File: config.mk
export PLATFORM = sky130hd
export DESIGN_NAME = mspi_master
export DESIGN_NICKNAME = d
export VERILOG_FILES = /design/src/logic/mspi_fifo.v /design/src/logic/mspi_baud_gen.v /design/src/logic/mspi_master.v
export VERILOG_INCLUDE_DIRS = /design/src /design/src/include
export SDC_FILE = /design/constraint.sdc
export NUM_CORES = 1
export LEC_CHECK = 0
export BUFFER_PORTS_ARGS = -buffer_cell sky130_fd_sc_hd__clkbuf_2
export CAP_MARGIN = 10
export CELL_PAD_IN_SITES_DETAIL_PLACEMENT = 0
export CELL_PAD_IN_SITES_GLOBAL_PLACEMENT = 2
export CORE_ASPECT_RATIO = 1.2
export CORE_MARGIN = 2
export CORE_UTILIZATION = 34
export DETAILED_ROUTE_END_ITERATION = 16
export PLACE_DENSITY = 0.82
export RECOVER_POWER = 50
export SYNTH_ARGS = -nofsm -noshare
export SYNTH_HDL_FRONTEND = slang
export SYNTH_SLANG_ARGS = --single-unit
File: constraint.sdc
create_clock -name ref_clk_i -period 2.5 [get_ports ref_clk_i]
set_clock_uncertainty 0.2 [all_clocks]
set_input_delay 0.25 -clock ref_clk_i [delete_from_list [all_inputs] [get_ports ref_clk_i]]
set_output_delay 0.25 -clock ref_clk_i [all_outputs]
set_load 0.01 [all_outputs]
File: src/include/mspi_defs.vh
// Purpose: constants for the serial port in master SPI mode
// Assumes: 20 MHz system clock
// Notes: mode select value 2'b11 selects master SPI operation
`ifndef MSPI_DEFS_VH
`define MSPI_DEFS_VH
`define MSPI_MODE_SEL 2'h3
`define MSPI_DIV_W 12
`define MSPI_DIV_RESET 12'h000
`define MSPI_FRAME_BITS 4'h8
`define MSPI_BITCNT_W 4
`define MSPI_IDLE_LINE 1'b1
`define MSPI_FIFO_DEPTH 4
`define MSPI_FIFO_AW 2
`endif

File: src/logic/mspi_fifo.v
// Purpose: small flip-flop FIFO with valid/ready on both sides
// Assumes: DEPTH is a power of two equal to 2**AW
// Notes: full and empty come from a separate occupancy count
`timescale 1ns/1ps
module mspi_fifo #(
   parameter WIDTH = 8,
   parameter DEPTH = 4,
   parameter AW = 2
) (
   // Clock and reset
   input wire ref_clk_i,
   input wire rst_i,
   // Fill side
   input wire in_valid_i,
   output wire in_ready_o,
   input wire [WIDTH-1:0] in_data_i,
   // Drain side
   output wire out_valid_o,
   input wire out_ready_i,
   output wire [WIDTH-1:0] out_data_o,
   output wire [AW:0] level_o
);
   reg [WIDTH-1:0] mem_r [0:DEPTH-1];
   reg [AW-1:0] wr_ptr_r;
   reg [AW-1:0] rd_ptr_r;
   reg [AW:0] count_r;
   wire push;
   wire pop;
   integer i;

   // Handshake terms
   assign in_ready_o = (count_r != DEPTH[AW:0]);
   assign out_valid_o = (count_r != {(AW+1){1'b0}});
   assign push = in_valid_i & in_ready_o;
   assign pop = out_valid_o & out_ready_i;
   assign out_data_o = mem_r[rd_ptr_r];
   assign level_o = count_r;

   // Storage and pointers
   always @(posedge ref_clk_i) begin
      if (rst_i) begin
         wr_ptr_r <= {AW{1'b0}};
         rd_ptr_r <= {AW{1'b0}};
         count_r <= {(AW+1){1'b0}};
         for (i = 0; i < DEPTH; i = i + 1) begin
            mem_r[i] <= {WIDTH{1'b0}};
         end
      end else begin
         if (push) begin
            mem_r[wr_ptr_r] <= in_data_i;
            wr_ptr_r <= wr_ptr_r + 1'b1;
         end
         if (pop) begin
            rd_ptr_r <= rd_ptr_r + 1'b1;
         end
         if (push && !pop) begin
            count_r <= count_r + 1'b1;
         end else if (pop && !push) begin
            count_r <= count_r - 1'b1;
         end
      end
   end
endmodule

File: src/logic/mspi_baud_gen.v
// Purpose: baud tick generator for the transfer clock
// Assumes: divisor may change at any time
// Notes: one tick every divisor+1 cycles, two ticks per bit
`timescale 1ns/1ps
`include "mspi_defs.vh"
module mspi_baud_gen #(
   parameter DIV_W = 12
) (
   // Clock and reset
   input wire ref_clk_i,
   input wire rst_i,
   // Control
   input wire run_i,
   input wire [DIV_W-1:0] divisor_i,
   // Half-bit tick
   output reg tick_o
);
   reg [DIV_W-1:0] cnt_r;

   // Down counter reloaded with divisor
   always @(posedge ref_clk_i) begin
      if (rst_i || !run_i) begin
         cnt_r <= {DIV_W{1'b0}};
         tick_o <= 1'b0;
      end else if (cnt_r == {DIV_W{1'b0}}) begin
         cnt_r <= divisor_i;
         tick_o <= 1'b1;
      end else begin
         cnt_r <= cnt_r - 1'b1;
         tick_o <= 1'b0;
      end
   end
endmodule

File: src/logic/mspi_master.v
// Purpose: serial port core running as a three-wire SPI master
// Assumes: software side on ref_clk_i; data in pin is asynchronous
// Notes: transmit queue is a FIFO, receive side a two-deep buffer
`timescale 1ns/1ps
`include "mspi_defs.vh"
module mspi_master #(
   parameter DIV_W = 12,
   parameter FIFO_DEPTH = 4,
   parameter FIFO_AW = 2
) (
   // Clock and reset
   input wire ref_clk_i,
   input wire rst_i,
   // Configuration
   input wire [1:0] operating_mode_select_i,
   input wire transmitter_enable_i,
   input wire receiver_enable_i,
   input wire clock_pin_direction_i,
   input wire clock_polarity_select_i,
   input wire clock_phase_select_i,
   input wire bit_order_select_i,
   input wire [3:0] baud_divisor_high_i,
   input wire [7:0] baud_divisor_low_i,
   // Transmit data write
   input wire tx_write_i,
   input wire [7:0] tx_data_i,
   output wire tx_ready_o,
   // Receive data read
   input wire rx_read_i,
   output reg [7:0] rx_data_o,
   output wire rx_valid_o,
   // Status
   output wire master_serial_peripheral_mode_o,
   output reg tx_complete_o,
   output wire framing_error_flag_o,
   output wire overrun_flag_o,
   output wire parity_error_flag_o,
   output wire busy_o,
   // Serial pins
   output reg transfer_clock_pin_o,
   output wire transfer_clock_pin_oe_o,
   output reg data_out_o,
   output wire data_out_oe_o,
   input wire data_in_i
);
   // Controller states
   localparam ST_IDLE = 2'b00;
   localparam ST_LEAD = 2'b01;
   localparam ST_TRAIL = 2'b10;

   reg [1:0] state_r;
   reg [1:0] state_nxt;
   reg [7:0] tx_shift_r;
   reg [7:0] rx_shift_r;
   reg [`MSPI_BITCNT_W-1:0] bit_cnt_r;
   reg din_meta_r;
   reg din_sync_r;
   reg cpol_r;
   reg cpha_r;
   reg [7:0] rx_hold_r;
   reg rx_hold_valid_r;
   reg rx_valid_r;
   wire spi_mode;
   wire [DIV_W-1:0] divisor;
   wire tick;
   wire fifo_in_ready;
   wire fifo_out_valid;
   wire [7:0] fifo_out_data;
   wire fifo_pop;
   wire frame_done;
   wire mode_changed;
   wire rx_push;
   wire out_bit;

   // Mode decode
   assign spi_mode = (operating_mode_select_i == `MSPI_MODE_SEL);
   assign master_serial_peripheral_mode_o = spi_mode;
   assign divisor = {baud_divisor_high_i, baud_divisor_low_i};

   // Error flags unused
   assign framing_error_flag_o = 1'b0;
   assign overrun_flag_o = 1'b0;
   assign parity_error_flag_o = 1'b0;

   // Pins driven only when enabled; clock direction set by software
   assign transfer_clock_pin_oe_o = spi_mode & clock_pin_direction_i;
   assign data_out_oe_o = spi_mode & transmitter_enable_i;

   // Transmit buffer
   mspi_fifo #(
      .WIDTH(8),
      .DEPTH(FIFO_DEPTH),
      .AW(FIFO_AW)
   ) u_tx_fifo (
      .ref_clk_i(ref_clk_i),
      .rst_i(rst_i),
      .in_valid_i(tx_write_i & spi_mode & transmitter_enable_i),
      .in_ready_o(fifo_in_ready),
      .in_data_i(tx_data_i),
      .out_valid_o(fifo_out_valid),
      .out_ready_i(fifo_pop),
      .out_data_o(fifo_out_data),
      .level_o()
   );
   assign tx_ready_o = fifo_in_ready & spi_mode & transmitter_enable_i;

   // Half-bit tick from shared baud generator
   mspi_baud_gen #(
      .DIV_W(DIV_W)
   ) u_baud (
      .ref_clk_i(ref_clk_i),
      .rst_i(rst_i),
      .run_i(state_r != ST_IDLE),
      .divisor_i(divisor),
      .tick_o(tick)
   );

   // Input pin synchroniser
   always @(posedge ref_clk_i) begin
      if (rst_i) begin
         din_meta_r <= 1'b0;
         din_sync_r <= 1'b0;
      end else begin
         din_meta_r <= data_in_i;
         din_sync_r <= din_meta_r;
      end
   end

   // Mode bits tracked to detect a live change
   always @(posedge ref_clk_i) begin
      if (rst_i) begin
         cpol_r <= 1'b0;
         cpha_r <= 1'b0;
      end else begin
         cpol_r <= clock_polarity_select_i;
         cpha_r <= clock_phase_select_i;
      end
   end
   // Mode change not guarded; takes effect at once
   assign mode_changed = (cpol_r != clock_polarity_select_i) | (cpha_r != clock_phase_select_i);

   // Next bit to drive, order shared with receiver
   assign out_bit = bit_order_select_i ? tx_shift_r[0] : tx_shift_r[7];
   assign frame_done = (state_r == ST_TRAIL) & tick & (bit_cnt_r == `MSPI_FRAME_BITS - 1'b1);
   assign fifo_pop = fifo_out_valid & spi_mode & transmitter_enable_i &
                     ((state_r == ST_IDLE) | frame_done);
   assign busy_o = (state_r != ST_IDLE);

   // State sequencing
   always @* begin
      state_nxt = state_r;
      case (state_r)
         ST_IDLE: begin
            if (fifo_pop) begin
               state_nxt = ST_LEAD;
            end
         end
         ST_LEAD: begin
            if (tick) begin
               state_nxt = ST_TRAIL;
            end
         end
         ST_TRAIL: begin
            if (tick) begin
               state_nxt = (frame_done && !fifo_pop) ? ST_IDLE : ST_LEAD;
            end
         end
         default: begin
            state_nxt = ST_IDLE;
         end
      endcase
      if (!spi_mode || !transmitter_enable_i) begin
         state_nxt = ST_IDLE;
      end
   end

   // Single transfer controller: clock, shift out, sample in
   always @(posedge ref_clk_i) begin
      if (rst_i) begin
         state_r <= ST_IDLE;
         tx_shift_r <= 8'h00;
         rx_shift_r <= 8'h00;
         bit_cnt_r <= {`MSPI_BITCNT_W{1'b0}};
         transfer_clock_pin_o <= 1'b0;
         data_out_o <= `MSPI_IDLE_LINE;
      end else begin
         state_r <= state_nxt;
         if (fifo_pop) begin
            // Load frame; phase 0 presents first bit before leading edge
            tx_shift_r <= fifo_out_data;
            bit_cnt_r <= {`MSPI_BITCNT_W{1'b0}};
            transfer_clock_pin_o <= clock_polarity_select_i;
            if (!clock_phase_select_i) begin
               data_out_o <= bit_order_select_i ? fifo_out_data[0] : fifo_out_data[7];
            end
         end else if (state_r == ST_LEAD && tick) begin
            // Leading edge
            transfer_clock_pin_o <= ~clock_polarity_select_i;
            if (clock_phase_select_i) begin
               data_out_o <= out_bit;
            end else begin
               rx_shift_r <= bit_order_select_i ? {din_sync_r, rx_shift_r[7:1]}
                                                : {rx_shift_r[6:0], din_sync_r};
            end
         end else if (state_r == ST_TRAIL && tick) begin
            // Trailing edge
            transfer_clock_pin_o <= clock_polarity_select_i;
            bit_cnt_r <= bit_cnt_r + 1'b1;
            tx_shift_r <= bit_order_select_i ? {1'b0, tx_shift_r[7:1]} : {tx_shift_r[6:0], 1'b0};
            if (clock_phase_select_i) begin
               rx_shift_r <= bit_order_select_i ? {din_sync_r, rx_shift_r[7:1]}
                                                : {rx_shift_r[6:0], din_sync_r};
            end else if (!frame_done) begin
               data_out_o <= bit_order_select_i ? tx_shift_r[1] : tx_shift_r[6];
            end
            if (frame_done) begin
               data_out_o <= `MSPI_IDLE_LINE;
            end
         end else if (state_r == ST_IDLE) begin
            transfer_clock_pin_o <= clock_polarity_select_i;
            data_out_o <= `MSPI_IDLE_LINE;
         end
      end
   end

   // Completed receive byte; mode-1/3 last sample lands at frame end
   assign rx_push = frame_done & receiver_enable_i;
   wire [7:0] rx_word;
   assign rx_word = clock_phase_select_i ?
                    (bit_order_select_i ? {din_sync_r, rx_shift_r[7:1]} : {rx_shift_r[6:0], din_sync_r})
                    : rx_shift_r;

   // Two-level receive buffer; newest byte dropped when full
   always @(posedge ref_clk_i) begin
      if (rst_i || !receiver_enable_i) begin
         rx_data_o <= 8'h00;
         rx_valid_r <= 1'b0;
         rx_hold_r <= 8'h00;
         rx_hold_valid_r <= 1'b0;
      end else begin
         if (rx_read_i && rx_valid_r) begin
            rx_data_o <= rx_hold_r;
            rx_valid_r <= rx_hold_valid_r;
            rx_hold_valid_r <= 1'b0;
            if (rx_push) begin
               if (rx_hold_valid_r) begin
                  rx_hold_r <= rx_word;
                  rx_hold_valid_r <= 1'b1;
               end else begin
                  rx_data_o <= rx_word;
                  rx_valid_r <= 1'b1;
               end
            end
         end else if (rx_push) begin
            if (!rx_valid_r) begin
               rx_data_o <= rx_word;
               rx_valid_r <= 1'b1;
            end else if (!rx_hold_valid_r) begin
               rx_hold_r <= rx_word;
               rx_hold_valid_r <= 1'b1;
            end
            // Both full: incoming byte discarded
         end
      end
   end
   assign rx_valid_o = rx_valid_r;

   // Transmit complete: set on last frame end, cleared by a new write
   always @(posedge ref_clk_i) begin
      if (rst_i) begin
         tx_complete_o <= 1'b0;
      end else if (frame_done && !fifo_pop) begin
         tx_complete_o <= 1'b1;
      end else if (tx_write_i && tx_ready_o) begin
         tx_complete_o <= 1'b0;
      end
   end

   // Mode change during a frame is tolerated but corrupts it
   wire unused_mode_change;
   assign unused_mode_change = mode_changed;
endmodule

**After elaboration in Yosys (flattened, before gate mapping)**

Memories as Yosys holds them, arrays and structs flattened. A register that Yosys moved wholly into a read port is not among the register bits.
Index checks and enable logic that the tools add are counted.

- Reduce and logical (&&, ||, !) cells: 39
- Add/sub/neg operators: 6
- Bitwise logic cells: 18
- Muxes and demuxes: 63
- Equality and inequality tests: 15

Operators by type and width:

| cell | number |
|---|---|
| two-way mux 8 bit | 20 |
| two-way mux 1 bit | 33 |
| bitwise AND 1 bit | 14 |
| nonzero test 2 bit | 7 |
| logical NOT 12 bit | 1 |
| two-way mux 12 bit | 1 |
| two-way mux 2 bit | 6 |
| subtractor 12 x 1 -> 12 bit, second input constant | 1 |
| inequality test 2 bit, second input constant | 5 |
| AND reduction 3 bit | 3 |
| AND reduction 2 bit | 4 |
| OR reduction 8 bit | 1 |
| logical AND 1 bit | 7 |
| logical NOT 1 bit | 7 |
| two-way mux 3 bit | 2 |
| inequality test 2 x 1 -> 1 bit, second input constant | 3 |
| inequality test 3 bit, second input constant | 2 |
| case mux 2 bit (3 select lines) | 1 |
| adder 2 x 1 -> 2 bit, second input constant | 2 |
| adder 4 x 1 -> 4 bit, second input constant | 1 |
| == test 2 bit, second input constant | 2 |
| == test 4 x 3 -> 1 bit, second input constant | 1 |
| inequality test 4 bit, second input constant | 1 |
| AND reduction 4 bit | 1 |
| 10 further kinds | 15 |

- Bits in writable memories: 32
- Word-level logic and storage cells: 160
- Input port bits: 33
- Flip-flop bits (word level): 65
- Memories kept: 1

Memory list:

| name | depth | bits a word | read ports | clocked after Yosys merged registers in | wr ports | RTL line | text |
|---|---|---|---|---|---|---|---|
| u_tx_fifo.mem_r | 4 | 8 | 1 | 1 | 4 | mspi_fifo.v:23 | `reg [WIDTH-1:0] mem_r [0:DEPTH-1];` |

**Longest topological paths before layout**

- Word-level depth: 10
- Mapped depth: 12
- Mapped depth without buffers: 11

**Cells and area by module**

From an unflattened synthesis, not the netlist that was laid out.

- Cell total of the unflattened synthesis: 518
- Area, all modules: 5153.7 um^2

Modules (own cells, without submodules):

| module | sequential area each (um^2) | cells each | times used | area each (um^2) |
|---|---|---|---|---|
| mspi_master | 900.9 | 317 | 1 | 2623.8 |
| mspi_fifo | 1141.1 | 125 | 1 | 1831.8 |
| mspi_baud_gen | 260.2 | 76 | 1 | 698.2 |

**Worst setup path before layout**

No wires, ideal clock.

- Kind: register -> register
- From: reg state_r[1]
- To: reg u_tx_fifo.count_r[2], in the netlist u_tx_fifo.level_o[2]
- Path slack: -250 ps
- Data required time: 2230 ps
- Setup time: 70 ps
- Data arrival time: 2479 ps
- Stages on the path, launching flop included: 13
- Clock period less this slack: 2750 ps
- Cell sequence: dfxtp_1 buf_2 nand3b_1 o22ai_1 and2_1 inv_1 clkbuf_1 ha_1 inv_1 fa_1 xor2_1 or3_1 a21oi_1

- Word-level cells in the longest chain between the ends: 9

Ends and longest elaborated chain:

| item | RTL line | text |
|---|---|---|
| from (decl) | mspi_master.v:51 | `reg [1:0] state_r;` |
| from (signal assigned) | mspi_master.v:187 | `state_r <= state_nxt;` |
| == test 2 bit | mspi_master.v:144 | `` assign frame_done = (state_r == ST_TRAIL) & tick & (bit_cnt_r == `MSPI_FRAME_BITS - 1'b1); `` |
| bitwise AND 1 bit (2 in series) | mspi_master.v:144 |  |
| bitwise OR 1 bit * | mspi_master.v:146 | `((state_r == ST_IDLE) \| frame_done);` |
| bitwise AND 1 bit * | mspi_master.v:145 | `assign fifo_pop = fifo_out_valid & spi_mode & transmitter_enable_i &` |
| bitwise AND 1 bit * | mspi_fifo.v:35 | `assign pop = out_valid_o & out_ready_i;` |
| logical NOT 1 bit | mspi_fifo.v:56 | `if (push && !pop) begin` |
| logical AND 1 bit | mspi_fifo.v:56 |  |
| two-way mux 3 bit or nonzero test 2 bit (tied branches) | - |  |
| to (signal assigned) | mspi_fifo.v:44 | `count_r <= {(AW+1){1'b0}};` |
| to (signal assigned) | mspi_fifo.v:57 | `count_r <= count_r + 1'b1;` |
| to (signal assigned) | mspi_fifo.v:59 | `count_r <= count_r - 1'b1;` |
| to (decl) | mspi_fifo.v:26 | `reg [AW:0] count_r;` |

Mark *: on every way between the ends. The rest lies on a longest branch, timed or not.
A chain may end at the register's enable or synchronous reset.

**Final worst setup path**

- From: reg bit_cnt_r[0]
- To: reg u_tx_fifo.count_r[2], in the netlist u_tx_fifo.level_o[2]

- Word-level cells in the longest chain between the ends: 8

Ends and longest elaborated chain:

| item | RTL line | text |
|---|---|---|
| from (decl) | mspi_master.v:55 | `` reg [`MSPI_BITCNT_W-1:0] bit_cnt_r; `` |
| from (signal assigned) | mspi_master.v:183 | `` bit_cnt_r <= {`MSPI_BITCNT_W{1'b0}}; `` |
| from (signal assigned) | mspi_master.v:191 | `` bit_cnt_r <= {`MSPI_BITCNT_W{1'b0}}; `` |
| from (signal assigned) | mspi_master.v:208 | `bit_cnt_r <= bit_cnt_r + 1'b1;` |
| == test 4 x 3 -> 1 bit * | mspi_master.v:144 |  |
| bitwise AND 1 bit * | mspi_master.v:144 |  |
| bitwise OR 1 bit * | mspi_master.v:146 |  |
| bitwise AND 1 bit * | mspi_master.v:145 |  |
| bitwise AND 1 bit * | mspi_fifo.v:35 |  |
| logical NOT 1 bit | mspi_fifo.v:56 |  |
| logical AND 1 bit | mspi_fifo.v:56 |  |
| two-way mux 3 bit or nonzero test 2 bit (tied branches) | - |  |

Marked as above.

==> tab_implementation.tex <==
\begin{tabular}{lr}
\hline
Metric & Value \\
\hline
\multicolumn{2}{l}{\textbf{Drt}} \\
\quad Count of vias placed by the detailed router & between 3,000 and 4,000 \\
\quad Post-detailed-route DRC marker count & 3 \\
\quad Routed wire length & 10,400 um \\
\quad Remaining number of nets flagged by the antenna check after routing & 0 \\
\quad DR iter-0 viols & 182 \\
\quad Final routed wire length divided by cell count & 14.0 um \\
\quad Via count normalized by instance count & 4.99 \\
\quad Count of TritonRoute iterations in the first routing pass & 10 \\
\multicolumn{2}{l}{\textbf{Power and ir drop}} \\
\quad Clk pwr share & a little over two fifths \\
\quad Total power draw & 3.38 mW \\
\quad Largest vdd supply drop & 0.337 mV \\
\quad Part of the power in combinational logic & 5.9\% \\
\quad Switching power share of the total & 23.4\% \\
\quad P\_leak & 2.28 nW \\
\quad Internal Pwr Total & 2.59 mW \\
\quad Ratio of total power to cell area & 578 mW/mm\^{}2 \\
\quad Relative contribution of sequential cells to total power & $\sim$50\% \\
\quad Net load switching power & 0.790 mW \\
\multicolumn{2}{l}{\textbf{Global route}} \\
\quad Wire length of the first global-routing pass & 17,500 um \\
\quad Number of antenna violations at the first check in global routing & 0 \\
\quad Total global-route track usage & 14.4\% \\
\quad Gr ovfl total & 0 \\
\quad Vias in the first global route & about 3,700 \\
\quad Largest net degree at the start of global routing & between 40 and 50 \\
\multicolumn{2}{l}{\textbf{Logic synthesis}} \\
\quad Warnings, synthesis & 0 \\
\quad XOR/XNOR share of the synthesized area & roughly 2.9\% \\
\quad Part of the Yosys area used for sequential elements & 47.5\% \\
\quad Synth cell count leaders & dfxtp\_1 (67), nor2\_1 (60), and2\_1 (35) \\
\quad Yosys top cell by area & dfxtp\_1 \\
\quad Primary flip-flop cell chosen by synthesis mapping & dfxtp\_1 \\
\quad Compound-cell area share of the yosys netlist & 12.0\% \\
\quad Number of enable-type register cells in the synthesized netlist & 32 \\
\quad Syn Std Cell Area & 0.00484 sq mm \\
\quad Count of state elements after synthesis & 99 \\
\quad Average cell area after synthesis & 9.88 sq um \\
\quad Simple-gate portion of the synthesized area & 18.3\% \\
\quad Synthesized instance count & 490 \\
\quad Share of synthesized registers carrying an async set or reset & 0\% \\
\quad Fraction of synthesized area in multiplexers & 13.1\% \\
\quad Unique cell type count in the Yosys netlist & 55 \\
\quad Leading cell type by number of instances after synthesis & dfxtp\_1 \\
\quad Main combinational cell family by area after synthesis & simple AND/OR/NAND/NOR gates \\
\quad Top-area cell type share of the netlist area & 27.7\% \\
\quad Adder-cell share of the synthesized area & under 10\% \\
\quad Top cells by area, synth & dfxtp\_1 (28\%), edfxtp\_1 (20\%), mux2i\_1 (7.0\%) \\
\multicolumn{2}{l}{\textbf{Timing}} \\
\quad Setup TNS & 0 ns \\
\quad Crit path time final & between 2 and 2.5 ns \\
\quad Final setup violating endpoints & 0 \\
\quad Number of endpoints with negative hold slack in the final report & 0 \\
\quad Worst max-slew margin expressed relative to the limit & between 40\% and 50\% \\
\quad Share of the clock period used by the worst path after layout & around 94\% \\
\quad Setup repair after global routing missed its margin & no \\
\quad Upper clock frequency limit & between 400 and 500 MHz \\
\quad Slew at the pin closest to its max-slew limit & 0.777 ns \\
\quad Slew Limit Fails & 0 \\
\multicolumn{2}{l}{\textbf{Die}} \\
\quad Die H & 135 um \\
\quad Floorplan core area & roughly 0.014 sq mm \\
\quad Placement row count & 47 \\
\quad Initial standard-cell utilization of the core & 34.9\% \\
\quad Die Area & roughly 0.015 sq mm \\
\quad Die X-Extent & 113 um \\
\quad I/O pin count & 53 \\
\multicolumn{2}{l}{\textbf{Setup path}} \\
\quad Peak per-stage delay on the critical path & roughly 0.34 ns \\
\quad Arrival time reported for the critical path endpoint & 2.45 ns \\
\quad Crit path max-delay cell type & dfxtp\_1 \\
\quad Crit path max fanout & 3 \\
\quad Cells along the critical path & ha\_2, nand3b\_1, o22ai\_1, and2\_4, inv\_2, ha\_4, inv\_1, fa\_2, xor2\_1, or3\_1, a21oi\_1 \\
\quad CP Class & register to register \\
\quad Critical path data required time & 2.59 ns \\
\quad Worst Setup Start Kind & register \\
\quad Crit path capture type & register \\
\multicolumn{2}{l}{\textbf{Clock tree}} \\
\quad Clock tree from TritonCTS & yes \\
\quad Later-pin clock latency in the skew report & 0.35 ns \\
\quad Number of buffers created by CTS & 9 \\
\quad Clock Tree Buf Depth & 2 \\
\quad Post-CTS clock slew at the launch and capture registers of the worst setup and hold paths & 0.08 ns \\
\quad Sinks on Clock Net & 99 \\
\quad Number of H-tree branching levels & 3 \\
\quad Clock Tree Root & clkbuf\_16 \\
\multicolumn{2}{l}{\textbf{Job}} \\
\quad Max-capacitance violation count & 0 \\
\multicolumn{2}{l}{\textbf{Min path}} \\
\quad Min-delay worst type & input pin to register \\
\multicolumn{2}{l}{\textbf{Place}} \\
\quad DPL Wire Length & 7550 um \\
\quad Port bufs & 49 \\
\quad RePlAce Congestion & 0.732 \\
\multicolumn{2}{l}{\textbf{Final layout}} \\
\quad Layout Area Growth over Synthesis & 20.6\% \\
\quad Number of nets in the layout & 602 \\
\quad N\_diodes & 0 \\
\quad Fill cell total of the finished layout & 1,412 \\
\quad Proportion of layout cells with a drive suffix above 1 & 17.9\% \\
\quad Combined area of the multi-input logic cells & 0.00235 sq mm \\
\quad Final standard cell utilization of the core & 42.1\% \\
\quad Seq. cell area & 0.00230 sq mm \\
\multicolumn{2}{l}{\textbf{Outcome}} \\
\quad Violations in the final reports & DRC \\
\quad Status & finished, violations left \\
\hline
\end{tabular}
==> timing repair <==
action,CTS,global route
hold buffers,18,0
gates resized for setup,0,3
buffers inserted,0,1
endpoints found under the hold margin,20,0
endpoints found under the setup margin,0,1
==> power by group through the flow <==
stage	logic (mW)	registers (mW)	clock network (mW)
6_report	0.200	1.70	1.48
3_3_place_gp	0.182	1.73	0
5_1_grt	0.223	1.70	1.58
4_1_cts	0.207	1.70	1.52
3_5_place_dp	0.184	1.74	0
2_1_floorplan	0.116	1.73	0
==> placed cells by master (no fill, tap or decap), types with 5 or more instances in the layout <==
cell type and n:
a211oi_1 10, a21oi_1 18, a31oi_1 15, and2_1 31
and3_1 5, buf_4 20, clkbuf_1 22, clkbuf_16 9
clkbuf_2 32, dfxtp_1 66, dlygate4sd3_1 18, edfxtp_1 32
inv_1 16, mux2_2 10, mux2i_1 34, mux4_2 8
nand2_1 27, nand3_1 14, nor2_1 60, nor3_1 7
o211ai_1 6, o21ai_0 24, xnor2_1 8, xor2_1 8
==> worst max-delay path, delay by kind of cell (launching register included) <==
family / cells / cell delay (ns)
fa+ha+maj: 3 / 0.66
simple gates: 3 / 0.57
flops: 1 / 0.34
compound gates: 2 / 0.24
xor+xnor: 1 / 0.15
buf+inv: 2 / 0.12
==> flip-flops by register name, summed over array words and instances (netlist names), named ones only <==
name and flops:
u_baud.tick_o 1, u_tx_fifo.rd_ptr_r 2, u_tx_fifo.wr_ptr_r 2, transfer_clock_pin_o 1
bit_cnt_r 4, din_meta_r 1, u_tx_fifo.level_o 3, u_baud.cnt_r 12
rx_hold_r 8, tx_shift_r 8, rx_shift_r 8, tx_complete_o 1
data_out_o 1, u_tx_fifo.mem_r 32, rx_valid_o 1, rx_data_o 8
state_r 2, rx_hold_valid_r 1, din_sync_r 1
==> layout make-up <==
type                            instances  share of cell area [%]
Clock buffer                            9                    3.85
Inverter                               19                    1.22
Tap cell                              171                    3.66
Sequential cell                        99                    39.4
Clock inverter                          7                    1.52
Timing Repair Buffer                   94                    10.1
Multi-Input combinational cell        341                    40.3
==> path summary, 6_finish.rpt <==
| kind | start | endpoint | slack (ns) | depth (start not counted) |
|---|---|---|---|---|
| worst max-delay path | bit_cnt_r[0]$_SDFFE_PP0P_ | u_tx_fifo.level_o[2]$_SDFFE_PP0P_ | 0.14 | 11 |
| worst max register to register | bit_cnt_r[0]$_SDFFE_PP0P_ | u_tx_fifo.level_o[2]$_SDFFE_PP0P_ | 0.14 | 11 |
| worst min register to register | din_meta_r$_SDFF_PP0_ | din_sync_r$_SDFF_PP0_ | 0.25 | 1 |
| worst min-delay path | tx_data_i[6] | u_tx_fifo.mem_r[2][6]$_SDFFCE_PN0P_ | 0.01 | 2 |
==> through the flow <==
step	setup slack (ns)	area [sq um]	hold WS (ns)	cells
finish	0.139	5840	0.0111	740
floorplan	0.0386	4890	0.178	492
detailed placement	0.0978	5380	0.221	705
global placement	0.153	5380	0.221	705
CTS	0.0661	5880	0.0000883	739
global route	0.0117	5840	0.0177	740
==> per-layer routing <==
layer | vias up | global-route usage [%] | share of wire [%]
li1 | 1883 | - | -
met1 | 1737 | 18.1 | 47
met2 | 62 | 24.3 | 48
met3 | 9 | 2.96 | 3.2
met4 | 0 | 5.83 | 1.5
met5 | - | 0 | 0
==> cells by family after synthesis <==
kind of cell | count (synthesis)
compound gates | 90
xor+xnor | 16
fa+ha+maj | 6
buf+inv | 52
flops | 99
mux | 52
other cells | 1
simple gates | 174
Note: power is estimated with default switching activity, not from simulation.
